--- src/env_pkg.sv ---
package env_pkg;

   // ==========================================================
   // Register map (byte-wide registers, index addressing)
   // ==========================================================
   localparam int          ADDR_W          = 4;
   localparam int          DATA_W          = 8;
   localparam logic [3:0]  OFS_WORD_ADDRESS = 4'h0;
   localparam logic [3:0]  OFS_WORD0_LOW    = 4'h1;
   localparam logic [3:0]  OFS_WORD0_HIGH   = 4'h2;
   localparam logic [3:0]  OFS_WORD1_LOW    = 4'h3;
   localparam logic [3:0]  OFS_WORD1_HIGH   = 4'h4;
   localparam logic [3:0]  OFS_WORD2_LOW    = 4'h5;
   localparam logic [3:0]  OFS_WORD2_HIGH   = 4'h6;
   localparam logic [3:0]  OFS_WORD3_LOW    = 4'h7;
   localparam logic [3:0]  OFS_WORD3_HIGH   = 4'h8;
   localparam logic [3:0]  OFS_CONTROL      = 4'h9;

   // ==========================================================
   // Storage geometry
   // ==========================================================
   localparam int          WORDS           = 32;
   localparam int          WORD_W          = 15;
   localparam int          WADDR_W         = 5;
   localparam int          UNIT_WORDS      = 4;
   localparam logic [7:0]  RST_BYTE        = 8'h00;
   localparam logic [14:0] ERASED_WORD     = 15'h0000;

   // ==========================================================
   // Control register fields
   // ==========================================================
   localparam int          CTL_TIME_HI     = 7;
   localparam int          CTL_TIME_LO     = 6;
   localparam int          CTL_WIPE_EN     = 5;
   localparam int          CTL_WIPE_GO     = 4;
   localparam int          CTL_PROG_EN     = 3;
   localparam int          CTL_PROG_GO     = 2;
   localparam int          CTL_FETCH_EN    = 1;
   localparam int          CTL_FETCH_GO    = 0;

   // ==========================================================
   // Timing
   // ==========================================================
   localparam int          CLK_HZ          = 20_000_000;
   localparam int          BASE_TIME_MS    = 2;
   localparam int          BASE_CYCLES     = CLK_HZ / 1000 * BASE_TIME_MS;
   localparam int          FETCH_CYCLES    = 1;

   typedef enum logic [1:0] {
      ENV_OP_NONE  = 2'b00,
      ENV_OP_WIPE  = 2'b01,
      ENV_OP_PROG  = 2'b10,
      ENV_OP_FETCH = 2'b11
   } env_op_e;

endpackage

--- src/env_store_if.sv ---
`timescale 1ns/1ns
interface env_store_if;
   logic                  start;
   env_pkg::env_op_e      op;
   logic [4:0]            addr;
   logic [59:0]           wdata;
   logic                  done;
   logic [14:0]           rdata;

   modport ctrl (output start, output op, output addr, output wdata,
                 input done, input rdata);
   modport store (input start, input op, input addr, input wdata,
                  output done, output rdata);
endinterface

--- src/env_access.sv ---
// Design decisions made here: strobed register access and the placing of the registers.
`timescale 1ns/1ns
module env_access #(
   parameter int BASE_CYCLES = env_pkg::BASE_CYCLES
) (
   input  wire logic        clk,
   input  wire logic        reset,
   input  wire logic [3:0]  addr,
   input  wire logic [7:0]  wdata,
   input  wire logic        wr,
   input  wire logic        rd,
   output logic      [7:0]  rdata,
   output logic             busy
);

   // ==========================================================
   // Registers
   // ==========================================================
   logic [4:0]       word_address;
   logic [14:0]      word_data [4];
   logic [7:0]       nv_operation_control;
   env_pkg::env_op_e op;
   logic [31:0]      timer;
   logic             start;
   logic [3:0]       dsel;

   env_store_if sif ();

   env_store u_store (
      .clk   (clk),
      .reset (reset),
      .bus   (sif.store)
   );

   // Which data register an offset names: index in [1:0], high half in [3].
   function automatic logic [3:0] data_sel(input logic [3:0] a);
      logic [3:0] k;
      k = a - env_pkg::OFS_WORD0_LOW;
      return {k[0], 1'b0, k[2:1]};
   endfunction

   function automatic logic is_data(input logic [3:0] a);
      return a >= env_pkg::OFS_WORD0_LOW && a <= env_pkg::OFS_WORD3_HIGH;
   endfunction

   // Erase/write duration: the base time doubled per select step.
   function automatic logic [31:0] op_cycles(input logic [1:0] sel);
      return 32'(BASE_CYCLES) << sel;
   endfunction

   // A function result cannot be sliced, so the decode is kept in a net.
   assign dsel = data_sel(addr);

   // ==========================================================
   // Address register
   // ==========================================================
   always_ff @(posedge clk) begin
      if (reset) begin
         word_address <= 5'h00;
      end else if (wr && addr == env_pkg::OFS_WORD_ADDRESS && !busy) begin
         word_address <= wdata[4:0];
      end
   end

   // ==========================================================
   // Data registers
   // ==========================================================
   always_ff @(posedge clk) begin
      if (reset) begin
         for (int i = 0; i < 4; i++) begin
            word_data[i] <= 15'h0000;
         end
      end else if (busy && sif.done && op == env_pkg::ENV_OP_FETCH) begin
         word_data[0] <= sif.rdata;
      end else if (wr && is_data(addr) && !busy) begin
         if (dsel[3]) begin
            word_data[dsel[1:0]][14:8] <= wdata[6:0];
         end else begin
            word_data[dsel[1:0]][7:0] <= wdata;
         end
      end
   end

   // ==========================================================
   // Control register and sequencer
   // ==========================================================
   // A trigger starts an operation only when its enable was set by an
   // earlier write, so one stray write cannot start an erase or write; the fetch enable stays set after a fetch. Erase wins
   // over write and write over read; a trigger that loses is dropped.
   logic             ctl_write;
   logic             wipe_go;
   logic             prog_go;
   logic             fetch_go;
   logic             finish;
   logic [7:0]       next_ctl;
   env_pkg::env_op_e next_op;
   logic [31:0]      next_timer;

   always_comb begin
      ctl_write = wr && addr == env_pkg::OFS_CONTROL && !busy;
      wipe_go   = ctl_write && wdata[env_pkg::CTL_WIPE_GO]
                  && nv_operation_control[env_pkg::CTL_WIPE_EN];
      prog_go   = ctl_write && wdata[env_pkg::CTL_PROG_GO]
                  && nv_operation_control[env_pkg::CTL_PROG_EN]
                  && !wipe_go;
      fetch_go  = ctl_write && wdata[env_pkg::CTL_FETCH_GO]
                  && nv_operation_control[env_pkg::CTL_FETCH_EN]
                  && !wipe_go && !prog_go;
      start     = wipe_go || prog_go || fetch_go;
      next_ctl                        = wdata;
      next_ctl[env_pkg::CTL_WIPE_GO]  = wipe_go;
      next_ctl[env_pkg::CTL_PROG_GO]  = prog_go;
      next_ctl[env_pkg::CTL_FETCH_GO] = fetch_go;
      if (wipe_go) begin
         next_op    = env_pkg::ENV_OP_WIPE;
         next_timer = op_cycles(wdata[7:6]);
      end else if (prog_go) begin
         next_op    = env_pkg::ENV_OP_PROG;
         next_timer = op_cycles(wdata[7:6]);
      end else if (fetch_go) begin
         next_op    = env_pkg::ENV_OP_FETCH;
         next_timer = 32'(env_pkg::FETCH_CYCLES);
      end else begin
         next_op    = env_pkg::ENV_OP_NONE;
         next_timer = 32'h00000000;
      end
   end

   // The cycle ends on the array's answer once the timer has run out.
   assign finish = busy && timer == 32'h00000000 && sif.done;

   always_ff @(posedge clk) begin
      if (reset) begin
         nv_operation_control <= 8'h00;
      end else if (finish) begin
         unique case (op)
            env_pkg::ENV_OP_WIPE: begin
               nv_operation_control[env_pkg::CTL_WIPE_EN] <= 1'b0;
               nv_operation_control[env_pkg::CTL_WIPE_GO] <= 1'b0;
            end
            env_pkg::ENV_OP_PROG: begin
               nv_operation_control[env_pkg::CTL_PROG_EN] <= 1'b0;
               nv_operation_control[env_pkg::CTL_PROG_GO] <= 1'b0;
            end
            env_pkg::ENV_OP_FETCH: begin
               nv_operation_control[env_pkg::CTL_FETCH_GO] <= 1'b0;
            end
            env_pkg::ENV_OP_NONE: begin
            end
         endcase
      end else if (ctl_write) begin
         nv_operation_control <= next_ctl;
      end
   end

   always_ff @(posedge clk) begin
      if (reset) begin
         op <= env_pkg::ENV_OP_NONE;
      end else if (finish) begin
         op <= env_pkg::ENV_OP_NONE;
      end else if (start) begin
         op <= next_op;
      end
   end

   always_ff @(posedge clk) begin
      if (reset) begin
         busy <= 1'b0;
      end else if (finish) begin
         busy <= 1'b0;
      end else if (start) begin
         busy <= 1'b1;
      end
   end

   always_ff @(posedge clk) begin
      if (reset) begin
         timer <= 32'h00000000;
      end else if (start) begin
         timer <= next_timer;
      end else if (busy && timer != 32'h00000000) begin
         timer <= timer - 32'h00000001;
      end
   end

   // The array acts once, at the end of the timed cycle, so a reset
   // mid-operation leaves the old contents intact.
   always_ff @(posedge clk) begin
      if (reset) begin
         sif.start <= 1'b0;
      end else begin
         sif.start <= busy && timer == 32'h00000001;
      end
   end

   assign sif.op    = op;
   assign sif.addr  = word_address;
   assign sif.wdata = {word_data[3], word_data[2],
                       word_data[1], word_data[0]};

   // ==========================================================
   // Read port
   // ==========================================================
   always_ff @(posedge clk) begin
      if (reset) begin
         rdata <= env_pkg::RST_BYTE;
      end else if (rd) begin
         if (addr == env_pkg::OFS_WORD_ADDRESS) begin
            rdata <= {3'b000, word_address};
         end else if (addr == env_pkg::OFS_CONTROL) begin
            rdata <= nv_operation_control;
         end else if (is_data(addr)) begin
            if (dsel[3]) begin
               rdata <= {1'b0, word_data[dsel[1:0]][14:8]};
            end else begin
               rdata <= word_data[dsel[1:0]][7:0];
            end
         end else begin
            rdata <= env_pkg::RST_BYTE;
         end
      end else begin
         rdata <= env_pkg::RST_BYTE;
      end
   end

endmodule

--- src/env_store.sv ---
`timescale 1ns/1ns
module env_store (
   input  wire logic clk,
   input  wire logic reset,
   env_store_if.store bus
);

   // ==========================================================
   // Array
   // ==========================================================
   // Contents are non-volatile, so reset leaves the array alone.
   logic [14:0] mem [32];
   logic [4:0]  base;
   logic        go;

   assign base = bus.addr;
   assign go   = bus.start;

   always_ff @(posedge clk) begin
      if (go && bus.op == env_pkg::ENV_OP_WIPE) begin
         for (int i = 0; i < 16; i++) begin
            mem[{base[4], 4'(i)}] <= env_pkg::ERASED_WORD;
         end
      end else if (go && bus.op == env_pkg::ENV_OP_PROG) begin
         for (int i = 0; i < 4; i++) begin
            mem[{base[4:2], 2'(i)}] <= bus.wdata[i*15 +: 15];
         end
      end
   end

   always_ff @(posedge clk) begin
      if (reset) begin
         bus.rdata <= env_pkg::ERASED_WORD;
      end else if (go && bus.op == env_pkg::ENV_OP_FETCH) begin
         bus.rdata <= mem[base];
      end
   end

   always_ff @(posedge clk) begin
      if (reset) begin
         bus.done <= 1'b0;
      end else begin
         bus.done <= go;
      end
   end

endmodule

--- config.mk ---
export PLATFORM = sky130hd
export DESIGN_NAME = env_access
export DESIGN_NICKNAME = d
export VERILOG_FILES = /design/src/env_pkg.sv /design/src/env_store_if.sv /design/src/env_access.sv /design/src/env_store.sv
export SDC_FILE = /design/constraint.sdc
export NUM_CORES = 1
export LEC_CHECK = 0
export ABC_AREA = 1
export BUFFER_PORTS_ARGS = -buffer_cell sky130_fd_sc_hd__buf_2
export CELL_PAD_IN_SITES_DETAIL_PLACEMENT = 1
export CELL_PAD_IN_SITES_GLOBAL_PLACEMENT = 2
export CORE_MARGIN = 2
export CORE_UTILIZATION = 39
export CTS_BUF_LIST = sky130_fd_sc_hd__clkbuf_8
export DETAILED_ROUTE_END_ITERATION = 7
export PLACE_DENSITY = 0.91
export SYNTH_ARGS = -nofsm -noshare
export SYNTH_HDL_FRONTEND = slang
export SYNTH_SLANG_ARGS = --single-unit
--- constraint.sdc ---
create_clock -name clk -period 2.6 [get_ports clk]
set_input_delay 0.26 -clock clk [delete_from_list [all_inputs] [get_ports clk]]
set_output_delay 0.26 -clock clk [all_outputs]
set_load 0.05 [all_outputs]
Yosys cells after proc, flatten, opt, wreduce, memory -nomap -nowiden
Memory sizes are Yosys's and may differ from the RTL's. A register that Yosys moved wholly into a read port is not among the register bits. Cells that the tools add are included.

Bitwise gates (word level): 3. Order comparisons: 2. Add/subtract/negate cells: 2. Shift-type cells: 1. Reductions and logical operators: 47. Divide/modulo/power cells: 0. $mul: 0. Eq/ne operators: 8. Multiplexer cells: 54.

Operator list (number): $mux W32 (4); $mux W15 (6); $reduce_or A15 Y1 (5); $eq A32 B1 Y1 const B (1); $logic_not A32 Y1 (1); $reduce_bool A32 Y1 (1); $shl A16 B2 Y32 const A (1); $sub A32 B1 Y32 const B (1); $mux W1 (27); $logic_and A1 B1 Y1 (25); $mux W5 (5); $mux W8 (3); $mux W2 (7); $reduce_and A2 Y1 (4); $mux W6 (1); $ne A2 B1 Y1 const B (3); $eq A2 B2 Y1 const B (2); $eq A4 B4 Y1 const B (1); $ge A4 B1 Y1 const B (1); $le A4 B4 Y1 const B (1); $logic_not A4 Y1 (1); $mux W4 (1); $reduce_bool A2 Y1 (2); $reduce_or A2 Y1 (2); other kinds (7) (11).

Logic and storage cells: 131. Memories: 2. Bits in latches: 0. Input bits: 16. Output and inout bits: 9. ROM bits: 0. Bits in writable memories: 540. Bits in registers: 58.

Memories: u_store.mem (words 32, bits a word 15, read ports 1, clocked after Yosys merged registers in 1, wr ports 16, line env_store.sv:12) `logic [14:0] mem [32];`; word_data (words 4, bits a word 15, read ports 5, clocked after Yosys merged registers in 0, wr ports 4, line env_access.sv:20) `logic [14:0] word_data [4];`.

Longest topological paths before layout
Gate-level depths: netlist of run 1.

Depth after elaboration: 13. Gate-level depth with buffers: 13. Mapped depth without buffers: 12.

Hierarchy
Synthesis of run 1 repeated with hierarchy kept, for this count alone.

Cells, all modules: 3287. Area, all modules: 29049.1 µm².

By module, submodules not included: env_store (seq. area each 14734.1 µm², instances 1, area an instance 22838.2 µm², cells an instance 2479); env_access (seq. area each 2942.8 µm², instances 1, area an instance 6211.0 µm², cells an instance 808).

Least setup slack after synthesis of run 1
OpenSTA, ideal clock, no wires.

Path type: register -> register. From: register word_address[4], in the netlist sif.addr[4]. To: memory u_store.mem[16][0] (enable). Arrival: 2.446 ns. Slack: -0.266 ns. Data required time: 2.181 ns. Buffers on the path: 1. Library setup time: 0.419 ns. Clock period less this slack: 2.866 ns. Cell stages (with the launch flop): 6. Path through: dfxtp_1 -> inv_1 -> nor2_1 -> nand2_1 -> clkbuf_1 -> nand2_1.

RTL lines: from (decl) (line env_access.sv:19) `logic [4:0] word_address;`; from (signal assigned) (line env_access.sv:61) `word_address <= wdata[4:0];`; to (decl) (line env_store.sv:12).

==> impl_metrics.yaml, run 1 <==
floorplan:
  io_pins: 25
  dieArea_um2: 73700
  rows: 98
  start_util: 0.392
  die_y_um: 272
  core_region_area_um2: 71100
  die_width_um: 272
final_layout:
  layout_commonest_cell: "nor2_1"
  n_antenna_cell: 0
  n_fill_cell: 8144
  multi_input_area_um2: 9070
  post-route-util: 0.442
  final-seq-area_um2: 17700
  final_cell_mix: "nor2_1, edfxtp_1, o21ai_0"
  final_nets: 2962
  syn_to_final_growth_pct: 12.6
  drive_above_1_share: 0.102
timing:
  rsz0062_at_grt: "false"
  post-route-period-util: 0.906
  worst_pin_slew_ps: 899
  setup_viol: 0
  min_period_ps: 2360
  fin_skew_ps: 63.3
  tns_ps: 0
  final_hold_viol_count: 0
  timing.slew.headroom: 0.401
  max_freq_mhz: 425
  report.final.slew_viol_count: 0
clock_network:
  clockBufferDepth: 3
  hold_buffers: 10
  numClockSinks: 613
  path_clk_slew_ps: 60
  cts_max_level: 3
  cts_buffers: 100
  post_cts_buffers: 0
  insertion_delay_ps: 740
  post_cts_resized: 0
  cts_tree: "done"
  cts-root-buf: "clkbuf_8"
synth:
  synth_enable_flop_cells: 540
  ys_ff_latch: 613
  yosysSeqAreaShare: 0.633
  synth_cell_type_count: 44
  syn_area_per_cell_um2: 9.64
  syn-num-nets: 2919
  synth-main-ff-cell: "edfxtp_1"
  synthArstFlopShare: 0
  postSynthCellCount: 2895
  synth_warnings: 0
  synth_area_um2: 27900
detailed_routing:
  dr_total_vias: 22100
  firstDrtPassIters: 5
  drc: 0
  ant_nets: 0
  wl_um: 89000
  viasPerCell: 5.58
  wire_per_inst_um: 22.4
  drt_iter0_drc: 1923
power:
  ir_drop_mv: 0.343
  finalPower_w: 0.0194
  power.leakage_nw: 9.91
  p_per_area_nw_per_um2: 616
outcome:
  status: "finished, final reports clean"
global_routing:
  grt_pass1_wl_um: 136000
  grt_pass1_vias: 23200
  overflow: 0
  grtUsageTotal: 0.240
  grt_start_max_net_pins: 94
  antenna_found_initial: 0
critical_path:
  endpoint_kind: "register"
  cp.arrival_ps: 2740
  cpPeakStageDelay_ps: 460
  critPathBufInv: 0
  cp_max_fo: 8
  path_common_cell: "nor2_1"
  cp_slowest_cell: "dfxtp_1"
  cp-start-kind: "register"
  cp_cell_sequence: "nand2_1, nor2_1, nor2_1, nand2_2, nor2_1, nor2_1, nand3_2, nand2_1"
  worstPathRequired_ps: 2990
  cp_top_family: "simple AND/OR/NAND/NOR gates"
  setup.worst_path.class: "reg2reg"
place:
  portBuffers: 24
  hpwl_um: 54900
  routabilityCongestion: 0.931
hold_path:
  hold_path_class: "in2reg"
job:
  maxCapViolations: 0
[metrics by stage]
| stage | cell area, um^2 | cells | hold slack, ps | setup WS (ps) |
|---|---|---|---|---|
| 2_1_floorplan | 27900 | 2895 | 409 | -266 |
| 5_1_grt | 31400 | 3970 | 45.6 | 40.1 |
| 3_3_place_gp | 29500 | 3776 | 465 | 240 |
| 3_5_place_dp | 29500 | 3776 | 477 | 99.9 |
| 4_1_cts | 31400 | 3970 | 1.30 | 284 |
| 6_report | 31400 | 3970 | 54.0 | 245 |
[worst register-to-register path, cell delays in order (launching register included)]
cell and delay [ps]:
dfxtp_1 460, nand2_1 120, nor2_1 260, nor2_1 170, nand2_2 130, nor2_1 50, nor2_1 260, nand3_2 240
nand2_1 320
[kinds of logic (layout without fill, tap and decap cells)]
group,Yosys count,after routing,share of synthesized area
and+or+nand+nor,1452,1452,0.210
buffers and inverters,303,428,0.0450
adders and majority gates,8,8,0.00359
xor gates and xnor gates,13,13,0.00408
AOI/OAI and AO/OA,505,505,0.103
DFF,613,613,0.633
muxes,1,1,0.000359
[path summary, 6_finish.rpt]
kind                      startpoint          endpoint  slack (ps)  cells past startpoint
max                             busy  word_data[2][10]         240                      8
min                          addr[3]             op[0]          50                      5
max reg2reg                     busy  word_data[2][10]         240                      8
min reg2reg  nv_operation_control[6]          rdata[6]         490                      2
[per-layer routing]
metal  share of wire  up-vias  track usage
met5               0        -            0
met4           0.029        0       0.0816
met3           0.067      168       0.0366
met2            0.49      786        0.411
met1            0.41    11300        0.310
li1                -     9925            -
[final cells by class]
| cell class | count | area share |
|---|---|---|
| sequential | 613 | 0.563 |
| clock inverter | 77 | 0.0122 |
| clock buffer | 107 | 0.0469 |
| inverter | 130 | 0.0158 |
| tap | 950 | 0.0378 |
| timing repair buffer | 114 | 0.0357 |
| multi-input combinational | 1979 | 0.289 |
[cell usage after synthesis (17+ instances only)]
cell type / n / area [um^2]
dfxtp_1: 73 / 1460
clkbuf_1: 123 / 462
nand3_1: 136 / 681
o211ai_1: 91 / 683
nand4_1: 17 / 106
inv_1: 88 / 330
a21oi_1: 57 / 285
nor2_1: 1082 / 4060
nand2_1: 174 / 653
o21ai_0: 313 / 1570
clkinv_1: 33 / 124
edfxtp_1: 540 / 16200
buf_2: 25 / 125
[report_power, final]
part	switching, W	internal, W	total, W
clock network	0.00403	0.00392	0.00795
registers	0.0000400	0.0106	0.0106
logic	0.000581	0.000192	0.000774
total	0.00465	0.0147	0.0194
[registers in the layout, summed over array words and instances, names as in the netlist]
name                  cells
rdata                     8
u_store.mem             480
u_store.bus.done          1
timer                    32
sif.start                 1
op                        2
sif.addr                  5
busy                      1
word_data                60
u_store.bus.rdata        15
nv_operation_control      8
Note: power is estimated with default switching activity, not from simulation.
==> inputs of run 2 (changes only) <==
- CORE_UTILIZATION: 39 -> 46
- HOLD_SLACK_MARGIN: not set -> 0.15
- PLACE_DENSITY: 0.91 -> 0.95
- clock period: 2.6 -> 3 ns (I/O delays scaled with it)
==> run 2 against run 1 <==
Effect of this change:
- die area down 15%
- highest routed layer is now met5
- non-clock buffer count down 14
- global-route usage up 4.4 points
- first-iteration DRC count up 5.2%
- flip-flop and latch count unchanged
- largest cell class unchanged
- hold slack better by 190 ps
- clock skew down 38 ps
- routed wire length down 0.46%
- count of clock-buffer cells in the layout unchanged
- fmax down 14%
- sequential power down 13%
- sequential share of layout area up 0.72 points
==> impl_metrics.yaml, run 2 (synthesis results as in run 1) <==
critical_path:
  cp_max_fo: 10
  cpPeakStageDelay_ps: 570
  cp-start-kind: "register"
  worstSetupPathDepth: 10
  worstPathRequired_ps: 3580
  cp_top_family: "simple AND/OR/NAND/NOR gates"
  endpoint_kind: "register"
  setup.worst_path.class: "reg2reg"
  path_common_cell: "nand3_1"
  cp.arrival_ps: 3330
  cp_cell_sequence: "inv_1, ha_1, nand2_2, nor2_8, nand3_1, nor2_1, nand3_1, nand3_1, a21oi_1, dlygate4sd3_1"
  critPathBufInv: 2
  ff2ff_path_depth: 10
  cp_slowest_cell: "dlygate4sd3_1"
global_routing:
  overflow: 0
  antenna_found_initial: 2
  grt_pass1_wl_um: 135000
  grtUsageTotal: 0.283
  grt_start_max_net_pins: 146
  grt_pass1_vias: 23200
detailed_routing:
  drt_iter0_drc: 2023
  firstDrtPassIters: 5
  dr_total_vias: 22100
  viasPerCell: 5.83
  wire_per_inst_um: 23.4
  ant_nets: 0
  drc: 0
  wl_um: 88600
floorplan:
  start_util: 0.464
  dieArea_um2: 62700
  io_pins: 25
  rows: 90
  core_region_area_um2: 60100
  die_y_um: 250
  die_width_um: 250
timing:
  timing.slew.headroom: 0.329
  report.final.slew_viol_count: 0
  post-route-period-util: 0.914
  worst_pin_slew_ps: 1010
  max_freq_mhz: 365
  fin_skew_ps: 25.7
  rsz0062_at_grt: "false"
  tns_ps: 0
  min_period_ps: 2740
  final_hold_viol_count: 0
  setup_viol: 0
place:
  dpl.cell_count: 3589
  post_dp_cell_area_um2: 29000
  portBuffers: 24
  hpwl_um: 54600
  routabilityCongestion: 0.917
clock_network:
  hold_buffers: 15
  cts_max_level: 3
  post_cts_buffers: 0
  cts-root-buf: "clkbuf_8"
  numClockSinks: 613
  clockBufferDepth: 3
  insertion_delay_ps: 710
  cts_buffers: 102
  post_cts_resized: 0
  path_clk_slew_ps: 60
  cts_tree: "done"
final_layout:
  largest_register_ffs: 480
  final_cell_area_um2: 31000
  syn_to_final_growth_pct: 11.2
  layout_commonest_cell: "nor2_1"
  final_nets: 2950
  n_fill_cell: 6780
  final_cells: 3792
  final-seq-area_um2: 17700
  final_cell_mix: "nor2_1, edfxtp_1, o21ai_0"
  multi_input_area_um2: 9070
  drive_above_1_share: 0.0980
job:
  maxCapViolations: 0
power:
  power.leakage_nw: 9.80
  p_per_area_nw_per_um2: 543
  ir_drop_mv: 0.357
outcome:
  status: "finished, final reports clean"
hold_path:
  hold_path_class: "in2reg"
  min_delay_path_depth: 5
[run 2: cell count changes in the layout (fill, tap and decap cells not counted)]
cell / previous run / this run
diode_2: 0 / 1
inv_8: 2 / 3
clkinv_2: 6 / 12
buf_4: 56 / 46
clkinv_1: 47 / 55
inv_12: 1 / 0
dlygate4sd3_1: 10 / 15
bufinv_16: 1 / 2
inv_1: 136 / 126
buf_12: 24 / 15
clkinv_8: 2 / 0
[run 2: layout make-up]
class,count,share of cell area
Sequential cell,613,0.570
Multi-Input combinational cell,1979,0.292
Tap cell,782,0.0315
Inverter,130,0.0160
Antenna cell,1,0.0000807
Clock inverter,80,0.0129
Clock buffer,107,0.0475
Timing Repair Buffer,100,0.0295
[run 2: tightest hold or removal path, cell delays in order]
cell	delay, ps
buf_2	160
a21oi_1	130
o21ai_1	90
nand3_1	130
a21oi_1	80
[run 2: metal layers]
layer  up-vias  part of all wire  track usage  wire (um)
met3       172             0.068       0.0360       5990
met5         -           0.00015            0         13
met1     11200              0.41        0.372      36500
met4         2             0.026       0.0936       2340
li1       9907                 -            -          -
met2       794              0.49        0.487      43700
[run 2: where the power goes]
group / switching (W) / internal, W / leakage (nW) / total (W)
Sequential: 0.0000332 / 0.00919 / 4.54 / 0.00923
Combinational: 0.000516 / 0.000160 / 4.15 / 0.000675
Clock: 0.00345 / 0.00348 / 1.11 / 0.00693
Total: 0.00400 / 0.0128 / 9.80 / 0.0168
[run 2: path summary, 6_finish.rpt]
kind	from	to	slack, ps
setup / recovery	timer[0]	nv_operation_control[3]	260
setup reg to reg	timer[0]	nv_operation_control[3]	260
hold / removal	addr[0]	rdata[6]	240
hold reg to reg	nv_operation_control[0]	nv_operation_control[0]	490
[run 2: through the flow]
step           hold slack, ps  setup WS [ps]  total power [W]   util
3_5_place_dp              480            237           0.0101  0.482
3_3_place_gp              473            342           0.0100  0.482
5_1_grt                   229            145           0.0173  0.516
2_1_floorplan             441            134          0.00977      -
6_report                  241            259           0.0168  0.516
4_1_cts                   176            290           0.0169  0.516
